--- src/atr_params.svh ---
// offsets, field positions, reset values and timing counts of the timing bank
`ifndef ATR_PARAMS_SVH
`define ATR_PARAMS_SVH

// ----------------------------------------------------------------
// register indexes (byte address is four times the index)
// ----------------------------------------------------------------
`define ATR_IDX_SUBSYS_PRI 8'h2c
`define ATR_IDX_CFG_STATUS 8'h50
`define ATR_IDX_CHAN_CTRL 8'h51
`define ATR_IDX_PM_SETUP 8'h53
`define ATR_IDX_PM_STROBE 8'h54
`define ATR_IDX_PS_SETUP 8'h55
`define ATR_IDX_PS_STROBE 8'h56
`define ATR_IDX_SEC_CTRL 8'h57
`define ATR_IDX_SM_STROBE 8'h58
`define ATR_IDX_RA_LEN 8'h59
`define ATR_IDX_SS_STROBE 8'h5b
`define ATR_IDX_IRQ_MASK 8'h70
`define ATR_IDX_SUBSYS_SHD 8'h8c

// ----------------------------------------------------------------
// field positions
// ----------------------------------------------------------------
`define ATR_CFG_PRI_IRQ 2
`define ATR_CTRL_PRI_EN 2
`define ATR_CTRL_SEC_EN 3
`define ATR_CTRL_PM_RADIS 6
`define ATR_CTRL_PS_RADIS 7
`define ATR_SEC_SM_RADIS 2
`define ATR_SEC_SS_RADIS 3
`define ATR_SEC_IRQ 4
`define ATR_MASK_PRI 0
`define ATR_MASK_SEC 1

// ----------------------------------------------------------------
// reset values
// ----------------------------------------------------------------
`define ATR_RST_SETUP 2'h2
`define ATR_RST_STROBE 8'h00
`define ATR_RST_RA_LEN 8'h40
`define ATR_RST_CFG 8'h00
`define ATR_RST_CHAN_CTRL 8'hcc
`define ATR_RST_SEC_CTRL 8'h8c
`define ATR_RST_SUBSYS 32'h0000_0000

// ----------------------------------------------------------------
// timing counts in clocks
// ----------------------------------------------------------------
`define ATR_CLK_FIELD_MAX 5'h10
`define ATR_SETUP_00 5'h04
`define ATR_SETUP_01 5'h02
`define ATR_SETUP_10 5'h03
`define ATR_SETUP_11 5'h05

`endif

--- src/atr_pkg.sv ---
// types shared by the ata strobe timing bank
`default_nettype none
package atr_pkg;

    // strobe sequencer phases, gray along idle-setup-active-recovery
    typedef enum logic [1:0] {
        ATR_IDLE = 2'h0,
        ATR_SETUP = 2'h1,
        ATR_ACTIVE = 2'h3,
        ATR_RECOV = 2'h2
    } atr_phase_t;

    // one strobe request toward a channel
    typedef struct packed {
        logic start;
        logic drvSel;  // 0 master, 1 slave
    } atr_req_t;

    // per-channel sequencer state
    typedef struct packed {
        atr_phase_t phase;
        logic [4:0] cnt;
        logic [3:0] act;
        logic [3:0] rec;
        logic strobe;
        logic busy;
    } atr_chan_t;

endpackage : atr_pkg
`default_nettype wire

--- src/atr_timing_regs.sv ---
// register bank and strobe sequencers for a dual-channel ata host port
`timescale 1ns/1ps
`default_nettype none
`include "atr_params.svh"

module atr_timing_regs
    import atr_pkg::*;
#(
    parameter int ADDR_W = 10,
    parameter int DATA_W = 32
) (
    // clock and reset
    input wire logic ref_clk,
    input wire logic sys_rst,
    // register port
    input wire logic [ADDR_W-1:0] regAddr,
    input wire logic [DATA_W-1:0] regWrData,
    input wire logic regWrEn,
    input wire logic regRdEn,
    output logic [DATA_W-1:0] regRdData,
    // channel events and requests
    input wire logic priIrqEvent,
    input wire logic secIrqEvent,
    input wire atr_req_t priReq,
    input wire atr_req_t secReq,
    // drive bus strobes
    output logic priStrobe,
    output logic priBusy,
    output logic secStrobe,
    output logic secBusy,
    // configuration toward the data path
    output logic [3:0] readAheadDis,
    output logic [7:0] readAheadLen,
    output logic [1:0] chanEnable,
    output logic irq
);

    // ----------------------------------------------------------------
    // state
    // ----------------------------------------------------------------
    typedef struct packed {
        logic [31:0] subsys;
        logic [7:0] cfgStatus;
        logic [7:0] chanCtrl;
        logic [1:0] pmSetup;
        logic [7:0] pmStrobe;
        logic [1:0] psSetup;
        logic [7:0] psStrobe;
        logic [7:0] secCtrl;
        logic [7:0] smStrobe;
        logic [7:0] raLen;
        logic [7:0] ssStrobe;
        logic [1:0] irqMask;
        atr_chan_t pri;
        atr_chan_t sec;
        logic [DATA_W-1:0] rdData;
        logic irq;
    } atr_state_t;

    localparam atr_chan_t CHAN_RST = '{
        phase: ATR_IDLE, cnt: 5'h00, act: 4'h0, rec: 4'h0,
        strobe: 1'b0, busy: 1'b0};

    // reset image of the whole bank
    localparam atr_state_t STATE_RST = '{
        subsys: `ATR_RST_SUBSYS,
        cfgStatus: `ATR_RST_CFG,
        chanCtrl: `ATR_RST_CHAN_CTRL,
        pmSetup: `ATR_RST_SETUP,
        pmStrobe: `ATR_RST_STROBE,
        psSetup: `ATR_RST_SETUP,
        psStrobe: `ATR_RST_STROBE,
        secCtrl: `ATR_RST_SEC_CTRL,
        smStrobe: `ATR_RST_STROBE,
        raLen: `ATR_RST_RA_LEN,
        ssStrobe: `ATR_RST_STROBE,
        irqMask: 2'h0,
        pri: CHAN_RST,
        sec: CHAN_RST,
        rdData: '0,
        irq: 1'b0};

    atr_state_t s_q;
    atr_state_t s_d;
    logic [7:0] regIdx;

    // byte address is four times the index, low bits ignored
    assign regIdx = regAddr[9:2];

    // ----------------------------------------------------------------
    // timing decode
    // ----------------------------------------------------------------

    function automatic logic [4:0] activeClks(input logic [3:0] f);
        if (f == 4'h0) begin
            return `ATR_CLK_FIELD_MAX;
        end
        return {1'b0, f};
    endfunction : activeClks

    function automatic logic [4:0] recovClks(input logic [3:0] f);
        if (f == 4'h0) begin
            return `ATR_CLK_FIELD_MAX;
        end
        // 1111 wraps to the shortest recovery of one clock
        if (f == 4'hf) begin
            return 5'h01;
        end
        return {1'b0, f} + 5'h01;
    endfunction : recovClks

    function automatic logic [4:0] setupClks(input logic [1:0] f);
        case (f)
            2'h0: return `ATR_SETUP_00;
            2'h1: return `ATR_SETUP_01;
            2'h2: return `ATR_SETUP_10;
            default: return `ATR_SETUP_11;
        endcase
    endfunction : setupClks

    // one clock of a channel's strobe sequencer
    function automatic atr_chan_t chanStep(
        input atr_chan_t c,
        input atr_req_t req,
        input logic [4:0] setup,
        input logic [7:0] mTim,
        input logic [7:0] sTim
    );
        atr_chan_t n;
        logic [7:0] tim;
        // timing is latched at start, so a register write while
        // a strobe is in flight cannot stretch or cut that strobe
        n = c;
        tim = req.drvSel ? sTim : mTim;
        case (c.phase)
            ATR_IDLE: begin
                if (req.start) begin
                    n.act = tim[7:4];
                    n.rec = tim[3:0];
                    n.phase = ATR_SETUP;
                    n.cnt = setup;
                end
            end
            ATR_SETUP: begin
                if (c.cnt == 5'h01) begin
                    n.phase = ATR_ACTIVE;
                    n.cnt = activeClks(c.act);
                end else begin
                    n.cnt = c.cnt - 5'h01;
                end
            end
            ATR_ACTIVE: begin
                if (c.cnt == 5'h01) begin
                    n.phase = ATR_RECOV;
                    n.cnt = recovClks(c.rec);
                end else begin
                    n.cnt = c.cnt - 5'h01;
                end
            end
            ATR_RECOV: begin
                if (c.cnt == 5'h01) begin
                    n.phase = ATR_IDLE;
                    n.cnt = 5'h00;
                end else begin
                    n.cnt = c.cnt - 5'h01;
                end
            end
            default: begin
                n = CHAN_RST;
            end
        endcase
        // outputs follow the next phase so they leave the flops aligned
        n.strobe = (n.phase == ATR_ACTIVE);
        n.busy = (n.phase != ATR_IDLE);
        return n;
    endfunction : chanStep

    // register read mux, unmapped reads as zero
    function automatic logic [DATA_W-1:0] readReg(
        input atr_state_t s,
        input logic [7:0] idx
    );
        logic [DATA_W-1:0] r;
        // reserved bits read zero; setup registers carry bits 7:6 only
        r = '0;
        case (idx)
            // both subsystem locations read one store
            `ATR_IDX_SUBSYS_PRI: r = s.subsys;
            `ATR_IDX_SUBSYS_SHD: r = s.subsys;
            `ATR_IDX_CFG_STATUS: r[7:0] = s.cfgStatus;
            `ATR_IDX_CHAN_CTRL: r[7:0] = s.chanCtrl;
            `ATR_IDX_PM_SETUP: r[7:6] = s.pmSetup;
            `ATR_IDX_PM_STROBE: r[7:0] = s.pmStrobe;
            `ATR_IDX_PS_SETUP: r[7:6] = s.psSetup;
            `ATR_IDX_PS_STROBE: r[7:0] = s.psStrobe;
            `ATR_IDX_SEC_CTRL: r[7:0] = s.secCtrl;
            `ATR_IDX_SM_STROBE: r[7:0] = s.smStrobe;
            `ATR_IDX_RA_LEN: r[7:0] = s.raLen;
            `ATR_IDX_SS_STROBE: r[7:0] = s.ssStrobe;
            `ATR_IDX_IRQ_MASK: r[1:0] = s.irqMask;
            default: r = '0;
        endcase
        return r;
    endfunction : readReg

    // ----------------------------------------------------------------
    // next state
    // ----------------------------------------------------------------

    // register writes, events, sequencers and read data
    always_comb begin
        logic [7:0] wb;
        logic [4:0] priSetup;
        logic [4:0] pmClk;
        logic [4:0] psClk;
        logic priClr;
        logic secClr;
        wb = regWrData[7:0];
        priSetup = 5'h00;
        pmClk = 5'h00;
        psClk = 5'h00;
        priClr = 1'b0;
        secClr = 1'b0;
        s_d = s_q;
        if (regWrEn) begin
            case (regIdx)
                // shadow store, written from either location
                `ATR_IDX_SUBSYS_PRI: s_d.subsys = regWrData[31:0];
                // shadow writes land in the same store
                `ATR_IDX_SUBSYS_SHD: s_d.subsys = regWrData[31:0];
                `ATR_IDX_CFG_STATUS: priClr = wb[`ATR_CFG_PRI_IRQ];
                `ATR_IDX_CHAN_CTRL: s_d.chanCtrl = wb & 8'hcc;
                `ATR_IDX_PM_SETUP: s_d.pmSetup = wb[7:6];
                `ATR_IDX_PS_SETUP: s_d.psSetup = wb[7:6];
                // active and recovery nibbles per drive
                `ATR_IDX_PM_STROBE: s_d.pmStrobe = wb;
                `ATR_IDX_PS_STROBE: s_d.psStrobe = wb;
                `ATR_IDX_SM_STROBE: s_d.smStrobe = wb;
                `ATR_IDX_SS_STROBE: s_d.ssStrobe = wb;
                `ATR_IDX_SEC_CTRL: begin
                    s_d.secCtrl[7:6] = wb[7:6];
                    s_d.secCtrl[`ATR_SEC_SM_RADIS] = wb[`ATR_SEC_SM_RADIS];
                    s_d.secCtrl[`ATR_SEC_SS_RADIS] = wb[`ATR_SEC_SS_RADIS];
                    secClr = wb[`ATR_SEC_IRQ];
                end
                `ATR_IDX_RA_LEN: s_d.raLen = wb;
                `ATR_IDX_IRQ_MASK: s_d.irqMask = wb[1:0];
                default: s_d.irqMask = s_q.irqMask;
            endcase
        end
        // an event in the clearing cycle keeps the bit set, so no
        // interrupt is lost between the status read and its clear
        // primary pending, set wins over clear
        s_d.cfgStatus[`ATR_CFG_PRI_IRQ] =
            (s_q.cfgStatus[`ATR_CFG_PRI_IRQ] & ~priClr) | priIrqEvent;
        // secondary pending, set wins over clear
        s_d.secCtrl[`ATR_SEC_IRQ] =
            (s_q.secCtrl[`ATR_SEC_IRQ] & ~secClr) | secIrqEvent;
        // built from the next state so irq moves with its pending bit
        // masked level interrupt
        s_d.irq = (s_d.cfgStatus[`ATR_CFG_PRI_IRQ]
            & s_d.irqMask[`ATR_MASK_PRI])
            | (s_d.secCtrl[`ATR_SEC_IRQ] & s_d.irqMask[`ATR_MASK_SEC]);
        // codes are not monotonic in time, so compare clocks, not codes
        // primary takes the longer setup
        pmClk = setupClks(s_q.pmSetup);
        psClk = setupClks(s_q.psSetup);
        priSetup = (pmClk > psClk) ? pmClk : psClk;
        s_d.pri = chanStep(s_q.pri, priReq, priSetup,
            s_q.pmStrobe, s_q.psStrobe);
        // secondary uses the shared setup field
        s_d.sec = chanStep(s_q.sec, secReq, setupClks(s_q.secCtrl[7:6]),
            s_q.smStrobe, s_q.ssStrobe);
        // read data stands only in the cycle after the strobe
        s_d.rdData = regRdEn ? readReg(s_q, regIdx) : '0;
    end

    // ----------------------------------------------------------------
    // registers
    // ----------------------------------------------------------------

    // synchronous reset of the whole state
    always_ff @(posedge ref_clk) begin
        if (sys_rst) begin
            // setup fields reset to three clocks
            s_q <= STATE_RST;
        end else begin
            s_q <= s_d;
        end
    end

    // ----------------------------------------------------------------
    // outputs
    // ----------------------------------------------------------------

    // every output is a state bit
    assign regRdData = s_q.rdData;
    assign priStrobe = s_q.pri.strobe;
    assign priBusy = s_q.pri.busy;
    assign secStrobe = s_q.sec.strobe;
    assign secBusy = s_q.sec.busy;
    assign readAheadDis[2] = s_q.secCtrl[`ATR_SEC_SM_RADIS];
    assign readAheadDis[3] = s_q.secCtrl[`ATR_SEC_SS_RADIS];
    assign readAheadDis[0] = s_q.chanCtrl[`ATR_CTRL_PM_RADIS];
    assign readAheadDis[1] = s_q.chanCtrl[`ATR_CTRL_PS_RADIS];
    assign readAheadLen = s_q.raLen;
    // channel enables from the control register
    assign chanEnable[0] = s_q.chanCtrl[`ATR_CTRL_PRI_EN];
    assign chanEnable[1] = s_q.chanCtrl[`ATR_CTRL_SEC_EN];
    assign irq = s_q.irq;

endmodule : atr_timing_regs
`default_nettype wire

--- config.mk ---
export PLATFORM = sky130hd
export DESIGN_NAME = atr_timing_regs
export DESIGN_NICKNAME = d
export VERILOG_FILES = /design/src/atr_pkg.sv /design/src/atr_timing_regs.sv
export VERILOG_INCLUDE_DIRS = /design/src
export SDC_FILE = /design/constraint.sdc
export NUM_CORES = 1
export LEC_CHECK = 0
export BUFFER_PORTS_ARGS = -buffer_cell sky130_fd_sc_hd__buf_2
export CORE_ASPECT_RATIO = 0.6
export CORE_MARGIN = 4
export CORE_UTILIZATION = 25
export DETAILED_ROUTE_END_ITERATION = 6
export GPL_TIMING_DRIVEN = 0
export RECOVER_POWER = 25
export REMOVE_ABC_BUFFERS = 1
export SYNTH_ARGS = -nofsm -noshare
export SYNTH_HDL_FRONTEND = slang
export SYNTH_SLANG_ARGS = --single-unit
--- constraint.sdc ---
create_clock -name ref_clk -period 2.7 [get_ports ref_clk]
set_input_delay 0.54 -clock ref_clk [delete_from_list [all_inputs] [get_ports ref_clk]]
set_output_delay 0.54 -clock ref_clk [all_outputs]
set_load 0.1 [all_outputs]
==> results.md <==
* Status: complete, but fails checks
* Violated checks: negative setup slack
* Core box area at approximately 0.028 mm^2
* Post-DR wirelength/cell at 16.2 um
* Least-Margin Pin Slew at 1.22 ns
* Setup ws final at -0.00434 ns
* Endpoints failing hold at 0
* Final min period at ~2.7 ns
* RSZ-0062 raised after global routing: false
* Mean Syn Cell Area at around 8.7 um^2
* Synth cell count leaders: dfxtp_1 (155), nand2_1 (99), nor2_1 (77)
* Row count at 47
* Post-Syn Area at 0.00725 mm^2
* Clock Skew at 0.00602 ns
* Gr usage total at 12.6%
* Max frequency at 370 MHz
* Top_reg_cell synth: dfxtp_1
* Ranking of synthesized cells by area: dfxtp_1 (43%), mux2i_1 (8.1%), nand2_1 (5.1%), a21oi_1 (5.1%), buf_4 (5.1%)
* Gr ovfl total at 0
* Area after DPL at 0.00768 mm^2
* Setup TNS at -0.00434 ns
* Drt total wl at 20.0 mm
* Distinct cells, synth at 60
* DR vias at 5834
* Max-Slew Margin vs Limit at 19.1%
* Largest net degree at the start of global routing at 81
* Clock buffer depth at 2
* Worst vdd ir at 442 uV
* Hold-critical path depth at 3
* Post-Place Worst Slack at -0.654 ns
* Initial core utilization at 25.8%
* DRT antenna net count at 0
* Port Buffers at 100
* Flops & latches, synth at 155
* Synth Warn # at 0
* Setup CP Type: input port to register
* Worst reg2reg startpoint: s_q[43]
* Placer Congestion at 0.851
* Max-slew violations at 0
* Area leader, netlist: dfxtp_1
* Hold WS at 0.336 ns
* Worst Setup SP: regAddr[9]
* Critical Path End Type: register
* Placed insts at between 1000 and 1500
* Die area at 0.0319 mm^2
* H-tree levels at 4
* Clock slew at reported path FFs at 0.06 ns
* Most common cell in the netlist: dfxtp_1
* Drt pass-1 iters at 5
* DR DRC count at 0
* Die span in x at approximately 230 um
* Setup violators final at 1
* Max Cap Viol at 0
* Asr flop ratio synth at 0%
* Post-DP HPWL at approximately 14 mm
* Clk sinks at between 150 and 200
* Initial drt markers at 477
* Post-CTS Setup Inserts at 0
* Post-route insts no fill at 1236
* Worst path required time at 3.02 ns
* EDFF count, synth at 0
* CP startpoint kind: input port
* PwrDens at 661 mW/mm^2
* First-pass GRT wire length at around 31 mm
* Worst-skew pair later-pin latency at 0.44 ns
* Cell count of the worst reg-to-reg path at 6
* Sequential-to-total area share from yosys stat at between 40% and 50%
* Fin crit share at 100%
* Worst hold path type: input port to register
* Overall Power at 5.45 mW
* I/O pins at 103
* Share of layout cells above drive strength 1 at 12.1%
* Die H at 140 um
* Vias in the first global route at 5543
* Final core utilization at ~29%
* Synth-to-Final Area Change at 13.8%
* Fin area at 0.00825 mm^2
* Fin nets at slightly above 900
* Inserted Diodes at 0
* CTS Buf Count at 17
* Clock root buffer: clkbuf_16
* Hold path start: regWrData[12]
* Critical path arrival at 3.02 ns
* Leakage at 3.04 nW
* Post-synth top area share at 42.8%
* Antenna violations before repair at 2
* Post-Synthesis Cells at 832
* TritonCTS clock tree: done
* Vias per Instance at 4.72
* Max Fanout on Critical Path at 12
==> final cells by class <==
type,count,area (um^2)
Clock buffer,20,467
Sequential cell,155,3100
Clock inverter,12,138
Inverter,32,120
Fill cell,2953,19800
Timing Repair Buffer,101,464
Multi-Input combinational cell,549,3490
Tap cell,367,459
==> logic make-up after synthesis <==
family,Yosys count,synth area share [%]
buffers and inverters,128,9.37
xor gates and xnor gates,4,0.483
AOI/OAI and AO/OA,174,15.7
adders and majority gates,18,3.11
DFF,155,42.8
muxes,62,8.61
and+or+nand+nor,291,20.0
==> final timing paths <==
kind / endpoint / slack, ns
setup / recovery: regRdData[1] / -0.004
hold / removal: s_q[149] / 0.34
setup reg to reg: s_q[46] / 0.37
hold reg to reg: s_q[152] / 0.45
==> cells in the final DEF, fill, tap and decap left out, types with 9 or more instances in the layout <==
master | synthesis | layout
a211o_1 | 10 | 10
a211oi_1 | 21 | 21
a21oi_1 | 74 | 74
a221oi_1 | 9 | 9
and2_1 | 28 | 27
buf_2 | 10 | 52
clkbuf_1 | 32 | 47
clkbuf_16 | 0 | 17
dfxtp_1 | 155 | 155
ha_1 | 18 | 18
inv_1 | 32 | 32
mux2i_1 | 59 | 59
nand2_1 | 99 | 98
nand2b_1 | 11 | 11
nand3_1 | 26 | 26
nor2_1 | 77 | 77
nor3_1 | 13 | 12
o21ai_0 | 14 | 14
==> metal layers <==
metal  routed length (um)  GRT usage, %  up-vias
met5                   14             0        -
met3                 1710          4.46       24
li1                     -             -     2885
met2                 7930          17.3      186
met4                  295          3.99        4
met1                10100          18.2     2735
==> registers in the layout, summed over array words and instances, names as in the netlist <==
signal and flops:
s_q 104, regRdData 32, readAheadLen 8, readAheadDis 4, chanEnable 2, irq 1
priBusy 1, priStrobe 1, secBusy 1, secStrobe 1
==> timing repair <==
action / CTS / global route
setup endpoints to repair: 41 / 1
hold buffers: 0 / 0
cloned: 0 / 0
gates resized for setup: 4 / 1
==> where the power goes <==
group          internal, mW  leakage (nW)  total [mW]  switching, mW
Sequential             2.35          1.26        2.43         0.0744
Combinational         0.207          1.49       0.564          0.357
Clock                  1.44         0.293        2.47           1.02
Total                  4.00          3.04        5.45           1.45
==> critical path, stage by stage <==
cell,delay [ns]
buf_2,0.11
nand4bb_1,0.52
nor3b_4,0.74
o21ai_0,0.35
a21oi_1,0.40
a21boi_0,0.35
Power figures use the tool's default switching activity.
